`src/common/sdc_pkg.sv`:
```
// shared constants for the sinc3 decimator and clock/format block
package sdc_pkg;
  // register byte offsets
  localparam logic [7:0]  OFS_FIRST_CONFIG    = 8'h04;
  localparam logic [7:0]  OFS_SECOND_CONFIG   = 8'h08;
  localparam logic [7:0]  OFS_ELECTRODE_STAT  = 8'h0C;
  localparam logic [7:0]  OFS_CONTROL         = 8'h10;
  localparam logic [7:0]  OFS_STATUS          = 8'h14;
  localparam logic [7:0]  OFS_CH0_DATA        = 8'h18;
  localparam logic [7:0]  OFS_CH1_DATA        = 8'h1C;
  // field positions
  localparam int          POS_DATA_RATE       = 0;
  localparam int          POS_OSC_OUT_EN      = 3;
  localparam int          POS_HIGH_REF        = 4;
  localparam int          POS_REFBUF_PD       = 7;
  localparam int          POS_CLOCK_DIVIDE    = 6;
  localparam int          POS_START           = 0;
  localparam int          POS_RUNNING         = 0;
  localparam int          POS_SAMPLE_READY    = 1;
  localparam int          POS_CLOCK_INTERNAL  = 2;
  // reset values
  localparam logic [2:0]  RST_DATA_RATE       = 3'h2;
  localparam logic        RST_OSC_OUT_EN      = 1'b0;
  localparam logic        RST_HIGH_REF        = 1'b0;
  localparam logic        RST_REFBUF_PD       = 1'b1;
  localparam logic        RST_CLOCK_DIVIDE    = 1'b0;
  // timing
  localparam int          MOD_RATE_HZ         = 128000;
  localparam int          DIV_SLOW_MCLK       = 4;
  localparam int          DIV_FAST_MCLK       = 16;
  localparam int          SETTLE_PERIODS      = 3;
  localparam int          DATA_WIDTH          = 24;
  // output code limits
  localparam logic [23:0] CODE_POS_FULL       = 24'h7FFFFF;
  localparam logic [23:0] CODE_NEG_FULL       = 24'h800000;
  typedef enum logic [1:0] {SDC_IDLE, SDC_SETTLE, SDC_RUN} sdc_state_e;
endpackage

```
`src/hdl/sdc_decimator.sv`:
```
// sinc3 decimator with clock source, clock divide and reference controls
`timescale 1ns/1ps
// What this block does
// - each channel's modulator bitstream passes a third-order sinc, ratio sets data rate
// - response is cube of length-N moving sum via three integrators and three combs
// - decimation length equals moving-sum length, nulls at data rate multiples
// - step at input settles within three output data periods
// - after start rises, first sample waits a rate-dependent settling interval
// - clock source pin low selects external clock, high selects internal oscillator
// - internal oscillator: clock pin tri-stated if output bit 0, else drives oscillator
// - external master clock may be 512 kHz or 2.048 MHz, chosen by divide bit
// - clock-divide bit sits at bit 6 of the electrode status register
// - modulator clock is 128 kHz for either master clock
// - clock divide resets to the 512 kHz setting
// - each sample is a 24-bit twos-complement word, most significant bit first
// - codes saturate at 7FFFFF and 800000 instead of wrapping
// - plus one LSB is 000001, zero is 000000, minus one LSB is FFFFFF
// - reference-level bit selects 2.42 V or 4.033 V reference
// - reference buffer power-down bit disables buffer, powered down after reset
// - modulator clock is master clock divided by 4 or 16 per divide bit
// - global data-rate field in first config register sets ratio for all channels
module sdc_decimator #(
  parameter int NCH      = 2,
  parameter int ACC_W    = 32
) (
  input  wire logic              pclk,
  input  wire logic              presetn,
  input  wire logic              psel,
  input  wire logic              penable,
  input  wire logic              pwrite,
  input  wire logic [7:0]        paddr,
  input  wire logic [31:0]       pwdata,
  output logic      [31:0]       prdata,
  output logic                   pready,
  output logic                   pslverr,
  input  wire logic              clock_source_pin,
  input  wire logic              osc_clk_en,
  input  wire logic              ext_clk_en,
  output logic                   clk_pin_out,
  output logic                   clk_pin_oe,
  input  wire logic [NCH-1:0]    mod_bit,
  input  wire logic              start_pin,
  output logic                   mod_clk_en,
  output logic      [23:0]       sample_data [NCH],
  output logic                   sample_valid,
  output logic                   high_reference_select,
  output logic                   reference_buffer_powerdown,
  output logic                   use_internal_clock
);
  // decimation ratio per data-rate code: 128k / ratio = 125 .. 8k SPS
  function automatic logic [10:0] ratio_of(input logic [2:0] code);
    case (code)
      3'h0:    ratio_of = 11'h400;
      3'h1:    ratio_of = 11'h200;
      3'h2:    ratio_of = 11'h100;
      3'h3:    ratio_of = 11'h080;
      3'h4:    ratio_of = 11'h040;
      3'h5:    ratio_of = 11'h020;
      3'h6:    ratio_of = 11'h010;
      default: ratio_of = 11'h010;
    endcase
  endfunction
  // log2 of the sinc3 gain (ratio cubed); the output shift maps that gain onto 2^23
  function automatic logic [4:0] shift_of(input logic [2:0] code);
    case (code)
      3'h0:    shift_of = 5'd30;
      3'h1:    shift_of = 5'd27;
      3'h2:    shift_of = 5'd24;
      3'h3:    shift_of = 5'd21;
      3'h4:    shift_of = 5'd18;
      3'h5:    shift_of = 5'd15;
      3'h6:    shift_of = 5'd12;
      default: shift_of = 5'd12;
    endcase
  endfunction

  logic [2:0]  data_rate_field;
  logic        osc_out_bit;
  logic        clock_divide;
  logic        start_reg;
  logic [3:0]  mod_div;
  logic [10:0] dec_cnt;
  logic [1:0]  settle_cnt;
  logic        ready_flag;
  logic        start_q;
  sdc_pkg::sdc_state_e state;
  logic        dec_tick;
  logic        wr_en;
  logic        rd_en;
  logic        go;
  logic        mclk_en;
  logic signed [ACC_W-1:0] integ1 [NCH];
  logic signed [ACC_W-1:0] integ2 [NCH];
  logic signed [ACC_W-1:0] integ3 [NCH];
  logic signed [ACC_W-1:0] comb1_d [NCH];
  logic signed [ACC_W-1:0] comb2_d [NCH];
  logic signed [ACC_W-1:0] comb3_d [NCH];

  assign pready  = 1'b1;
  assign wr_en   = psel & penable & pwrite;
  assign rd_en   = psel & penable & ~pwrite;
  assign go      = start_reg | start_pin;
  assign dec_tick = mod_clk_en && (dec_cnt == ratio_of(data_rate_field) - 11'd1);

  // clock source selection
  assign use_internal_clock = clock_source_pin;
  assign mclk_en  = clock_source_pin ? osc_clk_en : ext_clk_en;
  assign clk_pin_oe  = clock_source_pin & osc_out_bit;
  assign clk_pin_out = clock_source_pin & osc_out_bit & osc_clk_en;

  // register writes
  always_ff @(posedge pclk or negedge presetn) begin
    if (!presetn) begin
      data_rate_field            <= sdc_pkg::RST_DATA_RATE;
      osc_out_bit                <= sdc_pkg::RST_OSC_OUT_EN;
      high_reference_select      <= sdc_pkg::RST_HIGH_REF;
      reference_buffer_powerdown <= sdc_pkg::RST_REFBUF_PD;
      clock_divide               <= sdc_pkg::RST_CLOCK_DIVIDE;
      start_reg                  <= 1'b0;
    end else if (wr_en) begin
      case (paddr)
        sdc_pkg::OFS_FIRST_CONFIG:
          data_rate_field <= pwdata[sdc_pkg::POS_DATA_RATE +: 3];
        sdc_pkg::OFS_SECOND_CONFIG: begin
          osc_out_bit                <= pwdata[sdc_pkg::POS_OSC_OUT_EN];
          high_reference_select      <= pwdata[sdc_pkg::POS_HIGH_REF];
          reference_buffer_powerdown <= pwdata[sdc_pkg::POS_REFBUF_PD];
        end
        sdc_pkg::OFS_ELECTRODE_STAT:
          clock_divide <= pwdata[sdc_pkg::POS_CLOCK_DIVIDE];
        sdc_pkg::OFS_CONTROL:
          start_reg <= pwdata[sdc_pkg::POS_START];
        default: ;
      endcase
    end
  end

  // read mux; reading status clears the ready flag
  always_ff @(posedge pclk or negedge presetn) begin
    if (!presetn) begin
      prdata  <= 32'h0;
      pslverr <= 1'b0;
    end else begin
      pslverr <= 1'b0;
      if (psel && !penable) begin
        prdata <= 32'h0;
        case (paddr)
          sdc_pkg::OFS_FIRST_CONFIG:
            prdata[sdc_pkg::POS_DATA_RATE +: 3] <= data_rate_field;
          sdc_pkg::OFS_SECOND_CONFIG: begin
            prdata[sdc_pkg::POS_OSC_OUT_EN] <= osc_out_bit;
            prdata[sdc_pkg::POS_HIGH_REF]   <= high_reference_select;
            prdata[sdc_pkg::POS_REFBUF_PD]  <= reference_buffer_powerdown;
          end
          sdc_pkg::OFS_ELECTRODE_STAT:
            prdata[sdc_pkg::POS_CLOCK_DIVIDE] <= clock_divide;
          sdc_pkg::OFS_CONTROL:  prdata[sdc_pkg::POS_START] <= start_reg;
          sdc_pkg::OFS_STATUS: begin
            prdata[sdc_pkg::POS_RUNNING]        <= (state == sdc_pkg::SDC_RUN);
            prdata[sdc_pkg::POS_SAMPLE_READY]   <= ready_flag;
            prdata[sdc_pkg::POS_CLOCK_INTERNAL] <= clock_source_pin;
          end
          sdc_pkg::OFS_CH0_DATA: prdata[23:0] <= sample_data[0];
          sdc_pkg::OFS_CH1_DATA: prdata[23:0] <= sample_data[NCH-1];
          default: pslverr <= 1'b0;
        endcase
      end
    end
  end

  // modulator clock enable: master / 4 or / 16 gives 128 kHz either way
  always_ff @(posedge pclk or negedge presetn) begin
    if (!presetn) begin
      mod_div    <= 4'h0;
      mod_clk_en <= 1'b0;
    end else begin
      mod_clk_en <= 1'b0;
      if (mclk_en) begin
        if (mod_div == (clock_divide ? 4'hF : 4'h3)) begin
          mod_div    <= 4'h0;
          mod_clk_en <= 1'b1;
        end else begin
          mod_div <= mod_div + 4'h1;
        end
      end
    end
  end

  // conversion control: restart on start rise, discard settling outputs
  always_ff @(posedge pclk or negedge presetn) begin
    if (!presetn) begin
      start_q    <= 1'b0;
      state      <= sdc_pkg::SDC_IDLE;
      dec_cnt    <= 11'h0;
      settle_cnt <= 2'h0;
    end else begin
      start_q <= go;
      case (state)
        sdc_pkg::SDC_IDLE: begin
          if (go && !start_q) begin
            state      <= sdc_pkg::SDC_SETTLE;
            dec_cnt    <= 11'h0;
            settle_cnt <= 2'h0;
          end
        end
        sdc_pkg::SDC_SETTLE, sdc_pkg::SDC_RUN: begin
          if (!go) begin
            state <= sdc_pkg::SDC_IDLE;
          end else if (mod_clk_en) begin
            if (dec_tick) begin
              dec_cnt <= 11'h0;
              if (state == sdc_pkg::SDC_SETTLE) begin
                settle_cnt <= settle_cnt + 2'h1;
                // three full periods flush the cascade before the first sample
                if (settle_cnt == 2'(sdc_pkg::SETTLE_PERIODS - 1)) begin
                  state <= sdc_pkg::SDC_RUN;
                end
              end
            end else begin
              dec_cnt <= dec_cnt + 11'h1;
            end
          end
        end
        default: state <= sdc_pkg::SDC_IDLE;
      endcase
    end
  end

  // cic: three integrators at modulator rate, three combs at output rate
  for (genvar c = 0; c < NCH; c++) begin : g_ch
    logic signed [ACC_W-1:0] c1;
    logic signed [ACC_W-1:0] c2;
    logic signed [ACC_W-1:0] c3;
    logic signed [ACC_W-1:0] scaled;
    logic signed [ACC_W-1:0] in_val;
    assign in_val = mod_bit[c] ? ACC_W'(1) : -ACC_W'(1);
    // wraparound in the integrators is harmless since combs undo it modulo 2^ACC_W
    assign c1 = integ3[c] - comb1_d[c];
    assign c2 = c1 - comb2_d[c];
    assign c3 = c2 - comb3_d[c];
    // a gain of +-N^3 lands on +-2^23, so an all-ones stream clips and an all-zeros stream lands exactly on 800000
    assign scaled = (shift_of(data_rate_field) >= 5'(sdc_pkg::DATA_WIDTH - 1)) ?
                    (c3 >>> (shift_of(data_rate_field) - 5'(sdc_pkg::DATA_WIDTH - 1))) :
                    (c3 <<< (5'(sdc_pkg::DATA_WIDTH - 1) - shift_of(data_rate_field)));
    always_ff @(posedge pclk or negedge presetn) begin
      if (!presetn) begin
        integ1[c]  <= '0;
        integ2[c]  <= '0;
        integ3[c]  <= '0;
        comb1_d[c] <= '0;
        comb2_d[c] <= '0;
        comb3_d[c] <= '0;
        sample_data[c] <= 24'h0;
      end else if (state == sdc_pkg::SDC_IDLE) begin
        integ1[c]  <= '0;
        integ2[c]  <= '0;
        integ3[c]  <= '0;
        comb1_d[c] <= '0;
        comb2_d[c] <= '0;
        comb3_d[c] <= '0;
      end else if (mod_clk_en) begin
        integ1[c] <= integ1[c] + in_val;
        integ2[c] <= integ2[c] + integ1[c];
        integ3[c] <= integ3[c] + integ2[c];
        if (dec_tick) begin
          comb1_d[c] <= integ3[c];
          comb2_d[c] <= c1;
          comb3_d[c] <= c2;
          if (state == sdc_pkg::SDC_RUN) begin
            // clip instead of wrap at full scale
            if (scaled > ACC_W'(signed'(sdc_pkg::CODE_POS_FULL)))
              sample_data[c] <= sdc_pkg::CODE_POS_FULL;
            else if (scaled < -ACC_W'(32'sh800000))
              sample_data[c] <= sdc_pkg::CODE_NEG_FULL;
            else
              sample_data[c] <= scaled[23:0];
          end
        end
      end
    end
  end

  // one strobe for all channels together
  always_ff @(posedge pclk or negedge presetn) begin
    if (!presetn) begin
      sample_valid <= 1'b0;
      ready_flag   <= 1'b0;
    end else begin
      sample_valid <= (state == sdc_pkg::SDC_RUN) && dec_tick && go;
      if ((state == sdc_pkg::SDC_RUN) && dec_tick && go)
        ready_flag <= 1'b1;
      else if (rd_en && paddr == sdc_pkg::OFS_STATUS)
        ready_flag <= 1'b0;
    end
  end
endmodule

```
`config.mk`:
```
export PLATFORM = sky130hd
export DESIGN_NAME = sdc_decimator
export DESIGN_NICKNAME = d
export VERILOG_FILES = /design/src/common/sdc_pkg.sv /design/src/hdl/sdc_decimator.sv
export SDC_FILE = /design/constraint.sdc
export NUM_CORES = 2
export LEC_CHECK = 0
export BUFFER_PORTS_ARGS = -buffer_cell sky130_fd_sc_hd__buf_2
export CAP_MARGIN = 20
export CORE_ASPECT_RATIO = 1.5
export CORE_UTILIZATION = 50
export DETAILED_ROUTE_END_ITERATION = 8
export PLACE_DENSITY = 0.73
export SYNTH_ARGS = -nofsm -noshare
export SYNTH_HDL_FRONTEND = slang
export SYNTH_SLANG_ARGS = --single-unit
export TNS_END_PERCENT = 30
```
`constraint.sdc`:
```
create_clock -name pclk -period 14.1 [get_ports pclk]
set_input_delay 2.82 -clock pclk [delete_from_list [all_inputs] [get_ports pclk]]
set_output_delay 2.82 -clock pclk [all_outputs]
set_load 0.005 [all_outputs]
```
==> results by group <==
Setup path
  – Worst-path fanout max: 23
  – Critical Path RT: 14.57 ns
  – Crit path launch type: register
  – Worst path max stage delay: 0.84 ns
  – Flop2flop setup slack: 3.41 ns
  – Slowest-stage cell, CP: a32o_1
  – CP endpoint kind: register
  – R2R depth: 40
  – CP startpoint: integ3[32]
  – Critical Path Sink: sample_data[24]
  – CP dominant cell by count: o21ai_0
  – Crit path kind: reg2reg
  – WP data arrival: 11.16 ns
  – FF-to-FF Start: integ3[32]
  – RR Endpoint: sample_data[24]

Clock network
  – Clock transition at path regs: 0.06 ns
  – CTS tree: yes
  – Hold-fix buffers, CTS: 0
  – CTS max path bufs: 3
  – Post-CTS setup buffer count: 0
  – Clk root buf: clkbuf_16
  – H-tree Lvls: 2
  – CTS sink count: 487
  – Clock latency on the worst-skew pair: 0.63 ns
  – CTS resizes: 0
  – Total CTS buffers: 51

STA
  – Hold WS: 0.473 ns
  – Max-slew violations: 0
  – Final-report setup violation count: 0
  – Setup TNS: 0 ns
  – RSZ-0062 raised after global routing: false
  – Max_slew headroom: 21.3%
  – Fin crit share: 75.8%
  – Final hold vios: 0
  – Measured slew at the worst slew-check pin: 1.18 ns
  – Clk_skew: 0.0150 ns
  – Min Tclk post-route: 10.69 ns
  – FMAX: 0.0935 GHz

Global route
  – Initial antenna violation count: 2
  – First-pass GRT wire length: 202000 um
  – Vias in the first global route: 38.8k
  – Grt total ovfl: 0
  – Pin count of the biggest net entering global routing: 209
  – GRT Overall Usage: 28.2%

Route
  – DR vias: 39.9k
  – DR vias/cell: 5.96
  – Drt initial violations: 2613
  – Antenna viol nets, final: 0
  – Drt pass-1 iters: 5
  – DRC Markers: 0
  – Avg WL per Cell: 18.7 um
  – Drt total wl: 125000 um

Min path
  – HP Class: reg2reg
  – Min-delay src: prdata[21]

Synth
  – Count leader, synth: nand2_1
  – EDFF count, synth: 0
  – YS warnings: 0
  – Post-Syn Instances: 5550
  – Cell taking the most area after synthesis: dfrtp_1
  – Synth Flop Type: dfrtp_1
  – Top-area cell type share of the netlist area: 28.0%
  – Yosys cell types: 100
  – Synth Register Bits: 487
  – Dominant cells by area after synthesis: dfrtp_1 28%, ha_1 11%, a21oi_1 6.8%, nand2_1 6.7%, nor2_1 4.9%
  – Post-synth ARST share: 100%
  – Avg Cell Area, Syn: 7.81 sq um
  – Syn Std Cell Area: 43300 sq um
  – Synth top cells by count: 775 x nand2_1, 591 x a21oi_1, 569 x nor2_1, 485 x dfrtp_1, 378 x ha_1
  – Register area share after synthesis: 28.1%

Floorplanning
  – Rows: 131
  – Die width: 242 um
  – I/O Pins: 140
  – Die height: 362 um
  – Initial core utilization: 50.7%
  – Core Footprint: 85400 sq um
  – Die area: 87800 sq um

Placed design
  – Dpl hpwl: 91700 um
  – Port bufs: 104
  – DP Area: 44900 sq um
  – GPL Wtd Cong: 1.06

Outcome
  – Status: finished, final reports clean

Layout
  – Total Nets Final: 5957
  – Final instance area: 46700 sq um
  – Fin util: 54.6%
  – Fillcell total: 7937
  – Area Overhead vs Synth: 7.72%
  – Layout cell share with drive strength beyond 1: 6.67%

Flow run
  – Max Cap Viol: 0
logic make-up after synthesis:
logic type	Yosys count	share of synthesized area, %
buf+inv	578	5.17
mux	182	4.56
xor+xnor	320	6.56
flops	487	28.1
compound gates	1726	25.3
other cells	2	0.0173
fa+ha+maj	390	11.5
simple gates	1865	18.8
worst min-delay path by stage:
stage / slack (ns) / end / depth (start not counted)
after floorplan: 0.45 / settle_cnt[0] / 2
after global placement: 0.45 / prdata[5] / 2
after detailed placement: 0.46 / prdata[17] / 2
after CTS: 0.47 / prdata[17] / 2
after global routing: 0.49 / prdata[18] / 2
final: 0.47 / prdata[21] / 2
layer usage:
layer	vias up	share of wire, %	GRT usage, %
met1	18700	40	31.9
met2	1071	49	50.4
met5	-	0	0
met4	0	6.8	17.9
li1	19700	-	-
met3	376	4.2	3.12
layout make-up:
| cell class | instances | area [sq um] | share of cell area [%] |
|---|---|---|---|
| diodes | 2 | 5.00 | 0.0107 |
| clock buffers | 66 | 1420 | 3.05 |
| clock inverters | 30 | 375 | 0.804 |
| inverters | 306 | 1150 | 2.46 |
| multi-input cells | 4493 | 29000 | 62.1 |
| flip-flops and latches | 487 | 12200 | 26.1 |
| well taps | 1130 | 1410 | 3.03 |
| repair buffers | 177 | 1100 | 2.37 |
metrics by stage:
step / cells / setup WS (ns)
2_1_floorplan: 5558 / 5.58
3_3_place_gp: 6593 / 3.57
3_5_place_dp: 6593 / 3.52
4_1_cts: 6689 / 3.48
5_1_grt: 6691 / 2.32
6_report: 6691 / 3.41
placed cells by master (no fill, tap or decap), drive strengths merged, types with 43 or more instances in the layout:
cell and n:
a211oi 85, a21o 95, a21oi 592, a31oi 55, and3 45, buf 177, clkbuf 66, dfrtp 485
ha 378, inv 306, mux2i 150, nand2 775, nand2b 51, nand3 93, nor2 569, nor2b 54
nor3 99, o211ai 43, o21a 77, o21ai 353, o22ai 57, o31ai 44, or3 48, xnor2 208
xor2 110
worst max-delay path, delay by kind of cell, from the launching register on:
kind	cells	cell delay (ns)
AOI/OAI and AO/OA	26	7.48
buffers and inverters	1	0.06
xor gates and xnor gates	2	0.30
and+or+nand+nor	7	0.98
adders and majority gates	4	1.32
DFF	1	0.39
Power is not shown: default switching activity piles up to over one toggle a cycle in this logic, so the estimate is an artifact.
